<file path="config.mk">
export PLATFORM = sky130hd
export DESIGN_NAME = flash_security
export DESIGN_NICKNAME = d
export VERILOG_FILES = /design/src/logic/flash_sec_pkg.sv /design/src/logic/key_capture.sv /design/src/logic/flash_security.sv
export SDC_FILE = /design/constraint.sdc
export NUM_CORES = 1
export LEC_CHECK = 0
export BUFFER_PORTS_ARGS = -buffer_cell sky130_fd_sc_hd__buf_2
export CORE_ASPECT_RATIO = 0.7
export CORE_MARGIN = 2
export CORE_UTILIZATION = 45
export CTS_CLUSTER_DIAMETER = 60
export CTS_CLUSTER_SIZE = 12
export DETAILED_ROUTE_END_ITERATION = 10
export PLACE_DENSITY = 0.69
export SYNTH_ARGS = -nofsm -noshare
export SYNTH_HDL_FRONTEND = slang
export SYNTH_SLANG_ARGS = --single-unit
</file>
<file path="constraint.sdc">
create_clock -name CLK -period 2.5 [get_ports CLK]
set_clock_uncertainty 0.15 [all_clocks]
set_input_delay 0.25 -clock CLK [delete_from_list [all_inputs] [get_ports CLK]]
set_output_delay 0.25 -clock CLK [all_outputs]
set_load 0.02 [all_outputs]
</file>
<file path="src/logic/flash_sec_pkg.sv">
package flash_sec_pkg;

   // register map
   localparam logic [15:0] OPTION_STATE_ADDR = 16'h1820;
   localparam logic [15:0] CONFIG_ADDR       = 16'h1823;
   localparam logic [15:0] PROTECT_ADDR      = 16'h1824;

   // backdoor comparison key window
   localparam logic [15:0] KEY_BASE_ADDR     = 16'hFFB0;
   localparam int          KEY_BYTES         = 8;
   localparam logic [15:0] KEY_ADDR_MASK     = 16'hFFF8;

   // vector block, which also holds the key
   localparam logic [15:0] VEC_REGION_MASK   = 16'hFE00;
   localparam logic [15:0] VEC_REGION_BASE   = 16'hFE00;
   localparam int          PROT_VEC_BIT      = 0;

   // option byte fields
   localparam int          SEC_LSB           = 0;
   localparam int          SEC_MSB           = 1;
   localparam int          REDIR_DIS_BIT     = 6;
   localparam int          BACKDOOR_EN_BIT   = 7;
   localparam logic [1:0]  SEC_UNSECURED     = 2'h2;

   // config register fields
   localparam int          KEY_ACCESS_BIT    = 5;
   localparam logic [7:0]  CONFIG_RW_MASK    = 8'hE0;
   localparam logic [7:0]  CONFIG_RESET      = 8'h00;
   localparam logic [7:0]  READ_UNMAPPED     = 8'h00;

   localparam logic [1:0]  PIN_SYNC_RESET    = 2'h3;

   typedef struct packed {
      logic [15:0] addr;
      logic [7:0]  wdata;
      logic        wr;
      logic        rd;
      logic        from_ram;
      logic        from_bdm;
   } bus_req_s;

   typedef struct packed {
      logic        start;
      logic        prot_err;
      logic [15:0] addr;
      logic [7:0]  data;
   } flash_cmd_s;

   typedef enum logic [1:0] {
      KEY_IDLE  = 2'b00,
      KEY_ENTRY = 2'b01,
      KEY_FULL  = 2'b10
   } key_state_e;

endpackage

</file>
<file path="src/logic/key_capture.sv">
`timescale 1ns/10ps
module key_capture
   import flash_sec_pkg::*;
#(
   parameter int NBYTES = KEY_BYTES
) (
   input  wire logic                  clk,
   input  wire logic                  rst_n,
   input  wire logic                  clear,
   input  wire logic                  wr_en,
   input  wire logic [2:0]            wr_idx,
   input  wire logic [7:0]            wr_data,
   input  wire logic [NBYTES*8-1:0]   stored_key,
   output logic                       all_written,
   output logic                       match
);

   logic [7:0] key_reg [NBYTES];
   logic [2:0] next_idx_reg;
   logic       order_ok_reg;
   logic       full_reg;
   logic       match_reg;
   logic       eq_all;

   always_comb begin
      eq_all = 1'b1;
      for (int i = 0; i < NBYTES; i++) begin
         if (key_reg[i] != stored_key[i*8 +: 8]) begin
            eq_all = 1'b0;
         end
      end
   end

   always_ff @(posedge clk) begin
      if (!rst_n) begin
         for (int i = 0; i < NBYTES; i++) begin
            key_reg[i] <= 8'h00;
         end
      end else if (wr_en) begin
         key_reg[wr_idx] <= wr_data;
      end
   end

   // out of order writes spoil the attempt until cleared
   always_ff @(posedge clk) begin
      if (!rst_n || clear) begin
         next_idx_reg <= 3'h0;
         order_ok_reg <= 1'b1;
         full_reg     <= 1'b0;
      end else if (wr_en) begin
         if (wr_idx != next_idx_reg || full_reg) begin
            order_ok_reg <= 1'b0;
         end
         next_idx_reg <= next_idx_reg + 3'h1;
         if (wr_idx == 3'(NBYTES - 1)) begin
            full_reg <= 1'b1;
         end
      end
   end

   always_ff @(posedge clk) begin
      if (!rst_n || clear) begin
         match_reg <= 1'b0;
      end else begin
         match_reg <= eq_all && order_ok_reg && full_reg;
      end
   end

   assign all_written = full_reg;
   assign match       = match_reg;

endmodule

</file>
<file path="src/logic/flash_security.sv">
// How it works
// [RULE_01] only state 10 counts as unsecured
// [RULE_02] debug module cannot enable while secure
// [RULE_03] secure: background mode only via reset pin
// [RULE_04] backdoor disabled: key attempts ignored
// [RULE_05] key access set: key addresses capture key
// [RULE_06] key access clear: key address starts command
// [RULE_07] key access set: store reads flagged invalid
// [RULE_08] software writes key ascending, never back-to-back
// [RULE_09] clearing key access with match unsecures
// [RULE_10] only RAM-executed key writes count
// [RULE_11] key shares protected vector block
// [RULE_12] erased blank check unsecures until reset
// [RULE_13] protect register written only by debug
// [RULE_14] reset copies protect byte into register
// [RULE_15] redirection disable bit turns redirection off
// [RULE_16] config bits 7..5 rw, rest read zero
// [RULE_17] secure blocks memory access from unsecured source
// [RULE_18] reset loads security and redirection from option
// [RULE_19] mismatched key leaves security unchanged
`timescale 1ns/10ps
module flash_security
   import flash_sec_pkg::*;
(
   input  wire logic                    CLK,
   input  wire logic                    RST_N,
   input  wire bus_req_s                BUS_REQ,
   input  wire logic [7:0]              NV_OPTION,
   input  wire logic [7:0]              NV_PROTECT,
   input  wire logic [KEY_BYTES*8-1:0]  NV_KEY,
   input  wire logic                    BLANK_CHECK_DONE,
   input  wire logic                    BLANK_CHECK_ERASED,
   input  wire logic                    BACKGROUND_MODE_SELECT_PIN_PIN,
   input  wire logic                    DEBUG_EN_REQ,
   input  wire logic                    BDM_ENTER_REQ,
   output logic [7:0]                   REG_RDATA,
   output flash_cmd_s                   FLASH_CMD,
   output logic                         SECURE,
   output logic                         DEBUG_ENABLED,
   output logic                         BDM_ACTIVE,
   output logic                         MEM_ACCESS_BLOCK,
   output logic                         FLASH_READ_INVALID,
   output logic                         VECTOR_REDIRECT_EN,
   output logic [7:0]                   PROTECT_BYTE
);

   logic [1:0]  sec_reg;
   logic        redir_dis_reg;
   logic        backdoor_en_reg;
   logic [7:0]  opt_rest_reg;
   logic [7:0]  config_reg;
   logic [7:0]  protect_reg;
   logic [7:0]  rdata_reg;
   flash_cmd_s  cmd_reg;
   logic        pin_meta_reg;
   logic        pin_sync_reg;
   logic        rst_seen_reg;
   logic        bdm_active_reg;
   logic        debug_en_reg;
   key_state_e  key_state_reg;
   key_state_e  key_state_next;

   logic        secure;
   logic        key_access;
   logic        is_key_addr;
   logic        in_vec_region;
   logic        vec_protected;
   logic        wr_config;
   logic        key_access_falling;
   logic        key_wr_ok;
   logic        cmd_wr;
   logic        key_full;
   logic        key_match;
   logic        unlock_key;
   logic        unlock_blank;
   logic [7:0]  opt_view;
   logic [7:0]  rd_mux;
   logic        wr_protect;
   logic        vec_hit;
   logic        unlock;
   logic        strap_low;

   // [RULE_01] only one code unlocks
   assign secure = (sec_reg != SEC_UNSECURED);

   assign key_access    = config_reg[KEY_ACCESS_BIT];
   assign is_key_addr   = ((BUS_REQ.addr & KEY_ADDR_MASK) == KEY_BASE_ADDR);
   assign in_vec_region = ((BUS_REQ.addr & VEC_REGION_MASK)
                           == VEC_REGION_BASE);
   assign vec_protected = ~protect_reg[PROT_VEC_BIT];
   assign vec_hit       = in_vec_region && vec_protected;
   assign wr_config     = BUS_REQ.wr && (BUS_REQ.addr == CONFIG_ADDR);
   assign wr_protect    = BUS_REQ.wr && BUS_REQ.from_bdm
                          && (BUS_REQ.addr == PROTECT_ADDR);
   // compare fires only on a one-to-zero write of the access bit
   assign key_access_falling = wr_config && key_access
                               && !BUS_REQ.wdata[KEY_ACCESS_BIT];

   // [RULE_05] key write path when access bit set
   // [RULE_10] debug-issued key writes are dropped
   // [RULE_04] no capture with backdoor disabled
   // [RULE_08] order checked, spacing left to software
   assign key_wr_ok = BUS_REQ.wr && is_key_addr && key_access
                      && BUS_REQ.from_ram && !BUS_REQ.from_bdm
                      && backdoor_en_reg;

   // [RULE_06] key address starts command otherwise
   assign cmd_wr = BUS_REQ.wr && is_key_addr && !key_access;

   // [RULE_09] compare on clearing key access
   // [RULE_19] mismatch falls through unchanged
   assign unlock_key   = key_access_falling && backdoor_en_reg
                         && key_match && (key_state_reg == KEY_FULL);
   // [RULE_12] blank erased store unsecures
   assign unlock_blank = BLANK_CHECK_DONE && BLANK_CHECK_ERASED;
   assign unlock       = unlock_key || unlock_blank;

   key_capture #(
      .NBYTES      (KEY_BYTES)
   ) u_key (
      .clk         (CLK),
      .rst_n       (RST_N),
      .clear       (key_access_falling),
      .wr_en       (key_wr_ok),
      .wr_idx      (BUS_REQ.addr[2:0]),
      .wr_data     (BUS_REQ.wdata),
      .stored_key  (NV_KEY),
      .all_written (key_full),
      .match       (key_match)
   );

   // the match flag lags the last byte by one cycle, so a clear that
   // lands right behind it still sees the flag low and does not unlock
   always_comb begin
      key_state_next = key_state_reg;
      case (key_state_reg)
         KEY_IDLE: begin
            if (key_wr_ok) begin
               key_state_next = KEY_ENTRY;
            end
         end
         KEY_ENTRY: begin
            if (key_access_falling) begin
               key_state_next = KEY_IDLE;
            end else if (key_full) begin
               key_state_next = KEY_FULL;
            end
         end
         KEY_FULL: begin
            if (key_access_falling) begin
               key_state_next = KEY_IDLE;
            end
         end
         default: begin
            key_state_next = KEY_IDLE;
         end
      endcase
   end

   always_ff @(posedge CLK) begin
      if (!RST_N) begin
         key_state_reg <= KEY_IDLE;
      end else begin
         key_state_reg <= key_state_next;
      end
   end

   // [RULE_18] security field reloads while reset held
   always_ff @(posedge CLK) begin
      if (!RST_N) begin
         sec_reg <= NV_OPTION[SEC_MSB:SEC_LSB];
      end else if (unlock) begin
         // sticks until next reset
         sec_reg <= SEC_UNSECURED;
      end
   end

   // [RULE_18] other option fields change only in reset
   always_ff @(posedge CLK) begin
      if (!RST_N) begin
         redir_dis_reg   <= NV_OPTION[REDIR_DIS_BIT];
         backdoor_en_reg <= NV_OPTION[BACKDOOR_EN_BIT];
         opt_rest_reg    <= NV_OPTION;
      end
   end

   // [RULE_16] only upper three bits stored
   always_ff @(posedge CLK) begin
      if (!RST_N) begin
         config_reg <= CONFIG_RESET;
      end else if (wr_config) begin
         config_reg <= BUS_REQ.wdata & CONFIG_RW_MASK;
      end
   end

   // [RULE_14] protect byte copied during reset
   // [RULE_13] debug-only writes
   always_ff @(posedge CLK) begin
      if (!RST_N) begin
         protect_reg <= NV_PROTECT;
      end else if (wr_protect) begin
         protect_reg <= BUS_REQ.wdata;
      end
   end

   always_comb begin
      opt_view = opt_rest_reg;
      opt_view[SEC_MSB:SEC_LSB] = sec_reg;
      opt_view[REDIR_DIS_BIT]   = redir_dis_reg;
      opt_view[BACKDOOR_EN_BIT] = backdoor_en_reg;
   end

   // register read decode, unmapped addresses read zero
   always_comb begin
      rd_mux = READ_UNMAPPED;
      if (BUS_REQ.addr == OPTION_STATE_ADDR) begin
         rd_mux = opt_view;
      end else if (BUS_REQ.addr == CONFIG_ADDR) begin
         rd_mux = config_reg & CONFIG_RW_MASK;
      end else if (BUS_REQ.addr == PROTECT_ADDR) begin
         rd_mux = protect_reg;
      end
   end

   // read data one cycle after the strobe, held until next read
   always_ff @(posedge CLK) begin
      if (!RST_N) begin
         rdata_reg <= READ_UNMAPPED;
      end else if (BUS_REQ.rd) begin
         rdata_reg <= rd_mux;
      end
   end

   // [RULE_11] key lies inside protected vector block
   always_ff @(posedge CLK) begin
      if (!RST_N) begin
         cmd_reg <= '0;
      end else begin
         cmd_reg.start    <= cmd_wr && !vec_hit;
         cmd_reg.prot_err <= cmd_wr && vec_hit;
         if (cmd_wr) begin
            cmd_reg.addr <= BUS_REQ.addr;
            cmd_reg.data <= BUS_REQ.wdata;
         end
      end
   end

   // pin crosses in from outside, two stages first; left free of
   // reset so the strap level is already settled when reset lifts
   always_ff @(posedge CLK) begin
      pin_meta_reg <= BACKGROUND_MODE_SELECT_PIN_PIN;
   end

   always_ff @(posedge CLK) begin
      pin_sync_reg <= pin_meta_reg;
   end

   // strap taken on the first edge after release; the synchroniser
   // runs through reset, so the pin must be low two edges before it
   always_ff @(posedge CLK) begin
      if (!RST_N) begin
         rst_seen_reg <= 1'b0;
      end else begin
         rst_seen_reg <= 1'b1;
      end
   end

   assign strap_low = !rst_seen_reg && !pin_sync_reg;

   // [RULE_03] strap is the only entry while secure
   always_ff @(posedge CLK) begin
      if (!RST_N) begin
         bdm_active_reg <= 1'b0;
      end else if (strap_low) begin
         bdm_active_reg <= 1'b1;
      end else if (BDM_ENTER_REQ && !secure) begin
         bdm_active_reg <= 1'b1;
      end
   end

   // [RULE_02] enable refused while secure
   always_ff @(posedge CLK) begin
      if (!RST_N) begin
         debug_en_reg <= 1'b0;
      end else begin
         debug_en_reg <= DEBUG_EN_REQ && !secure;
      end
   end

   assign REG_RDATA          = rdata_reg;
   assign FLASH_CMD          = cmd_reg;
   assign SECURE             = secure;
   assign DEBUG_ENABLED      = debug_en_reg;
   assign BDM_ACTIVE         = bdm_active_reg;
   // combinational so the bus can refuse in the same cycle
   // [RULE_17] unsecured source blocked while secure
   assign MEM_ACCESS_BLOCK   = secure && BUS_REQ.from_bdm
                               && (BUS_REQ.rd || BUS_REQ.wr);
   // [RULE_07] reads unreliable during key entry
   assign FLASH_READ_INVALID = key_access;
   // [RULE_15] bit set turns redirection off
   assign VECTOR_REDIRECT_EN = ~redir_dis_reg;
   assign PROTECT_BYTE       = protect_reg;

endmodule

</file>
==> reports/metrics.cfg <==
[status]
status = finished, final reports clean

[placed_design]
placed_cell_area_um2 = 6988
gp_congestion = 0.8395
dp_hpwl_um = 11680
place_inst = 818
io_buffer_count = 162

[global_routing]
grt-ovfl-total = 0
grt_pass1_vias = 4604
grt_max_degree = 40
grt_pass1_wl_um = 25050
grtUsageTotal_pct = 23.83
antenna_found_initial = 0

[worst_hold_path]
whs_path_depth = 2
hp-class = in2reg
hold_end = sec_reg[0]
min-delay-start = NV_OPTION[0]

[critical_path]
r2r_cells = 4
cp_max_fo = 9
start_kind = flip-flop
crit_required_ns = 2.41
end_kind = flip-flop
path_class = reg2reg
cp.arrival_ns = 2.01
rr_startpoint = backdoor_en_reg
reg2reg_to = u_key.key_reg[2][0]
r2r_slack_ns = 0.40

[clocking]
clkTransAtPathRegs_ns = 0.06
cts_tree = yes
clk_latency_ns = 0.41
clock_tree.htree_level_count = 4
cts-root-buf = clkbuf_16
cts.sinks = 130
cts_resized = 0
cts_max_path_buffers = 2
cts_buffers = 17

[drt]
avgRoutedWirePerCell_um = 18.38
via_count = 4442
ant_nets = 0
drt_iter0_markers = 341
drc_errors = 0
vias_per_cell = 5.118
routed_wl_um = 15960
drt_pass1_iterations = 5

[synth]
synth_area_um2 = 5904
synth_area_leader_cell = edfxtp_1
synth-edff-count = 80
yosys_warnings = 0
ys_types = 50
seq_area_frac_synth_pct = 57.64
synth_top_area_share_pct = 40.69
syn_inst = 494
synth_nets = 610
async_reset_ff_share_pct = 0
ys_ff_latch = 130
synth_ff_type = edfxtp_1
ys_top_cells_by_area = edfxtp_1 (41%), dfxtp_1 (17%), and2_1 (7.3%)
synth.avg_cell_area_um2 = 11.95

[cells_and_area]
multiInputGateArea_um2 = 2341
drive_gt1_share_pct = 33.00
fin_cells = 868
fin_area_um2 = 7745
fin_util_pct = 61.51
antenna_cells = 0
largest_reg_flops = 64
area.sequential_um2 = 3403
num-nets-final = 809
fillers = 1037
area_growth_pct = 31.17

[floorplanning]
coreArea_um2 = 12590
rows = 34
start_util_pct = 46.89
die_h_um = 99.84
dieWidth_um = 140.9
die-area_um2 = 14070
io_pins = 163

[sta]
setup_tns_ns = 0
timing.slew.headroom_pct = 70.17
max_freq_ghz = 0.4766
finalCriticalPeriod_ns = 2.098
rsz0062_at_grt = no
finalHoldViolations = 0
fin_crit_sh_pct = 83.93
slew_viol_final = 0
tightest_slew_ns = 0.4474
hold_slack_ns = 0.01100
finalSetupViolCount = 0

[pwr]
p_leak_nw = 3.307
cellPowerDensity_nw_per_um2 = 667.4
peakVddDrop_uv = 491.0

[flow_run]
drv_cap = 0

## cell type report
type	instances	share of cell area, %
inverter	20	0.9693
multi-input combinational	325	30.23
clock inverter	2	0.1454
clock buffer	30	7.302
sequential	130	43.94
tap	162	2.617
timing repair buffer	199	14.80
## where the power goes
group / total [mW] / leakage (nW) / switching, mW / internal, mW
registers: 2.38 / 1.22 / 0.0405 / 2.34
clock network: 2.37 / 0.286 / 0.852 / 1.51
logic: 0.422 / 1.80 / 0.234 / 0.188
## how the worst max path moves through the flow
stage | startpoint | end | slack [ns] | depth (start not counted)
detailed placement | BUS_REQ[15] | u_key.key_reg[2][7] | 0.02 | 6
floorplan | BUS_REQ[15] | u_key.key_reg[7][0] | 0.03 | 5
CTS | backdoor_en_reg | u_key.key_reg[2][0] | 0.42 | 4
global route | backdoor_en_reg | u_key.key_reg[2][0] | 0.28 | 4
finish | backdoor_en_reg | u_key.key_reg[2][0] | 0.40 | 4
global placement | BUS_REQ[15] | u_key.key_reg[2][2] | 0.06 | 6
## placed cells by master (no fill, tap or decap), types with 18 or more instances in the layout
cell type,n
and2_1,69
buf_4,18
xor2_1,21
xnor2_1,37
dfxtp_1,50
mux2i_1,23
dlygate4sd3_1,18
clkbuf_16,18
buf_2,162
nor2_1,47
inv_1,19
edfxtp_1,80
## metrics by stage
stage               total power [mW]  setup slack [ns]
floorplan                      2.610           0.02513
global placement               2.813           0.05758
detailed placement             2.821           0.01710
CTS                            5.191            0.4190
global route                   5.325            0.2754
finish                         5.169            0.4018
## layer usage
metal	wire [um]	vias to the layer above	share of wire, %	track usage, %
li1	-	2128	-	-
met2	7035	176	44	36.51
met1	7557	2116	47	33.53
met3	1083	22	6.8	5.344
met5	0	-	0	0
met4	281	0	1.8	9.000
## cell usage after synthesis (4+ instances only)
master,number
edfxtp_1,80
and2_1,69
dfxtp_1,50
nor2_1,47
xnor2_1,37
mux2i_1,23
xor2_1,21
inv_1,20
nand2b_1,13
nand3_1,13
nand4_1,12
clkbuf_1,10
nand2_1,9
nor4_1,9
o22ai_1,9
mux2_2,8
nor4_4,6
o21ai_0,6
a21oi_1,5
buf_1,4
## kinds of logic (layout without fill, tap and decap cells)
logic type / Yosys count / in the layout / share of synthesized area [%]
AOI/OAI and AO/OA: 32 / 32 / 3.645
buffers and inverters: 39 / 251 / 2.840
adders and majority gates: 1 / 1 / 0.2119
and+or+nand+nor: 203 / 203 / 21.64
xor gates and xnor gates: 58 / 58 / 8.604
DFF: 130 / 130 / 57.64
muxes: 31 / 31 / 5.425
## what timing repair did
action                                 4_1_cts  5_1_grt
hold buffers                                18        0
endpoints found under the hold margin       18        0
setup buffers                                0        0
## worst max-delay path, cell delays in order (launching register included)
cell and delay [ns]:
edfxtp_1 0.45, and4_1 0.29, nand2_4 0.18, nor4_4 0.28, nand2b_1 0.39
No activity file was read; power rests on OpenSTA's default activity.
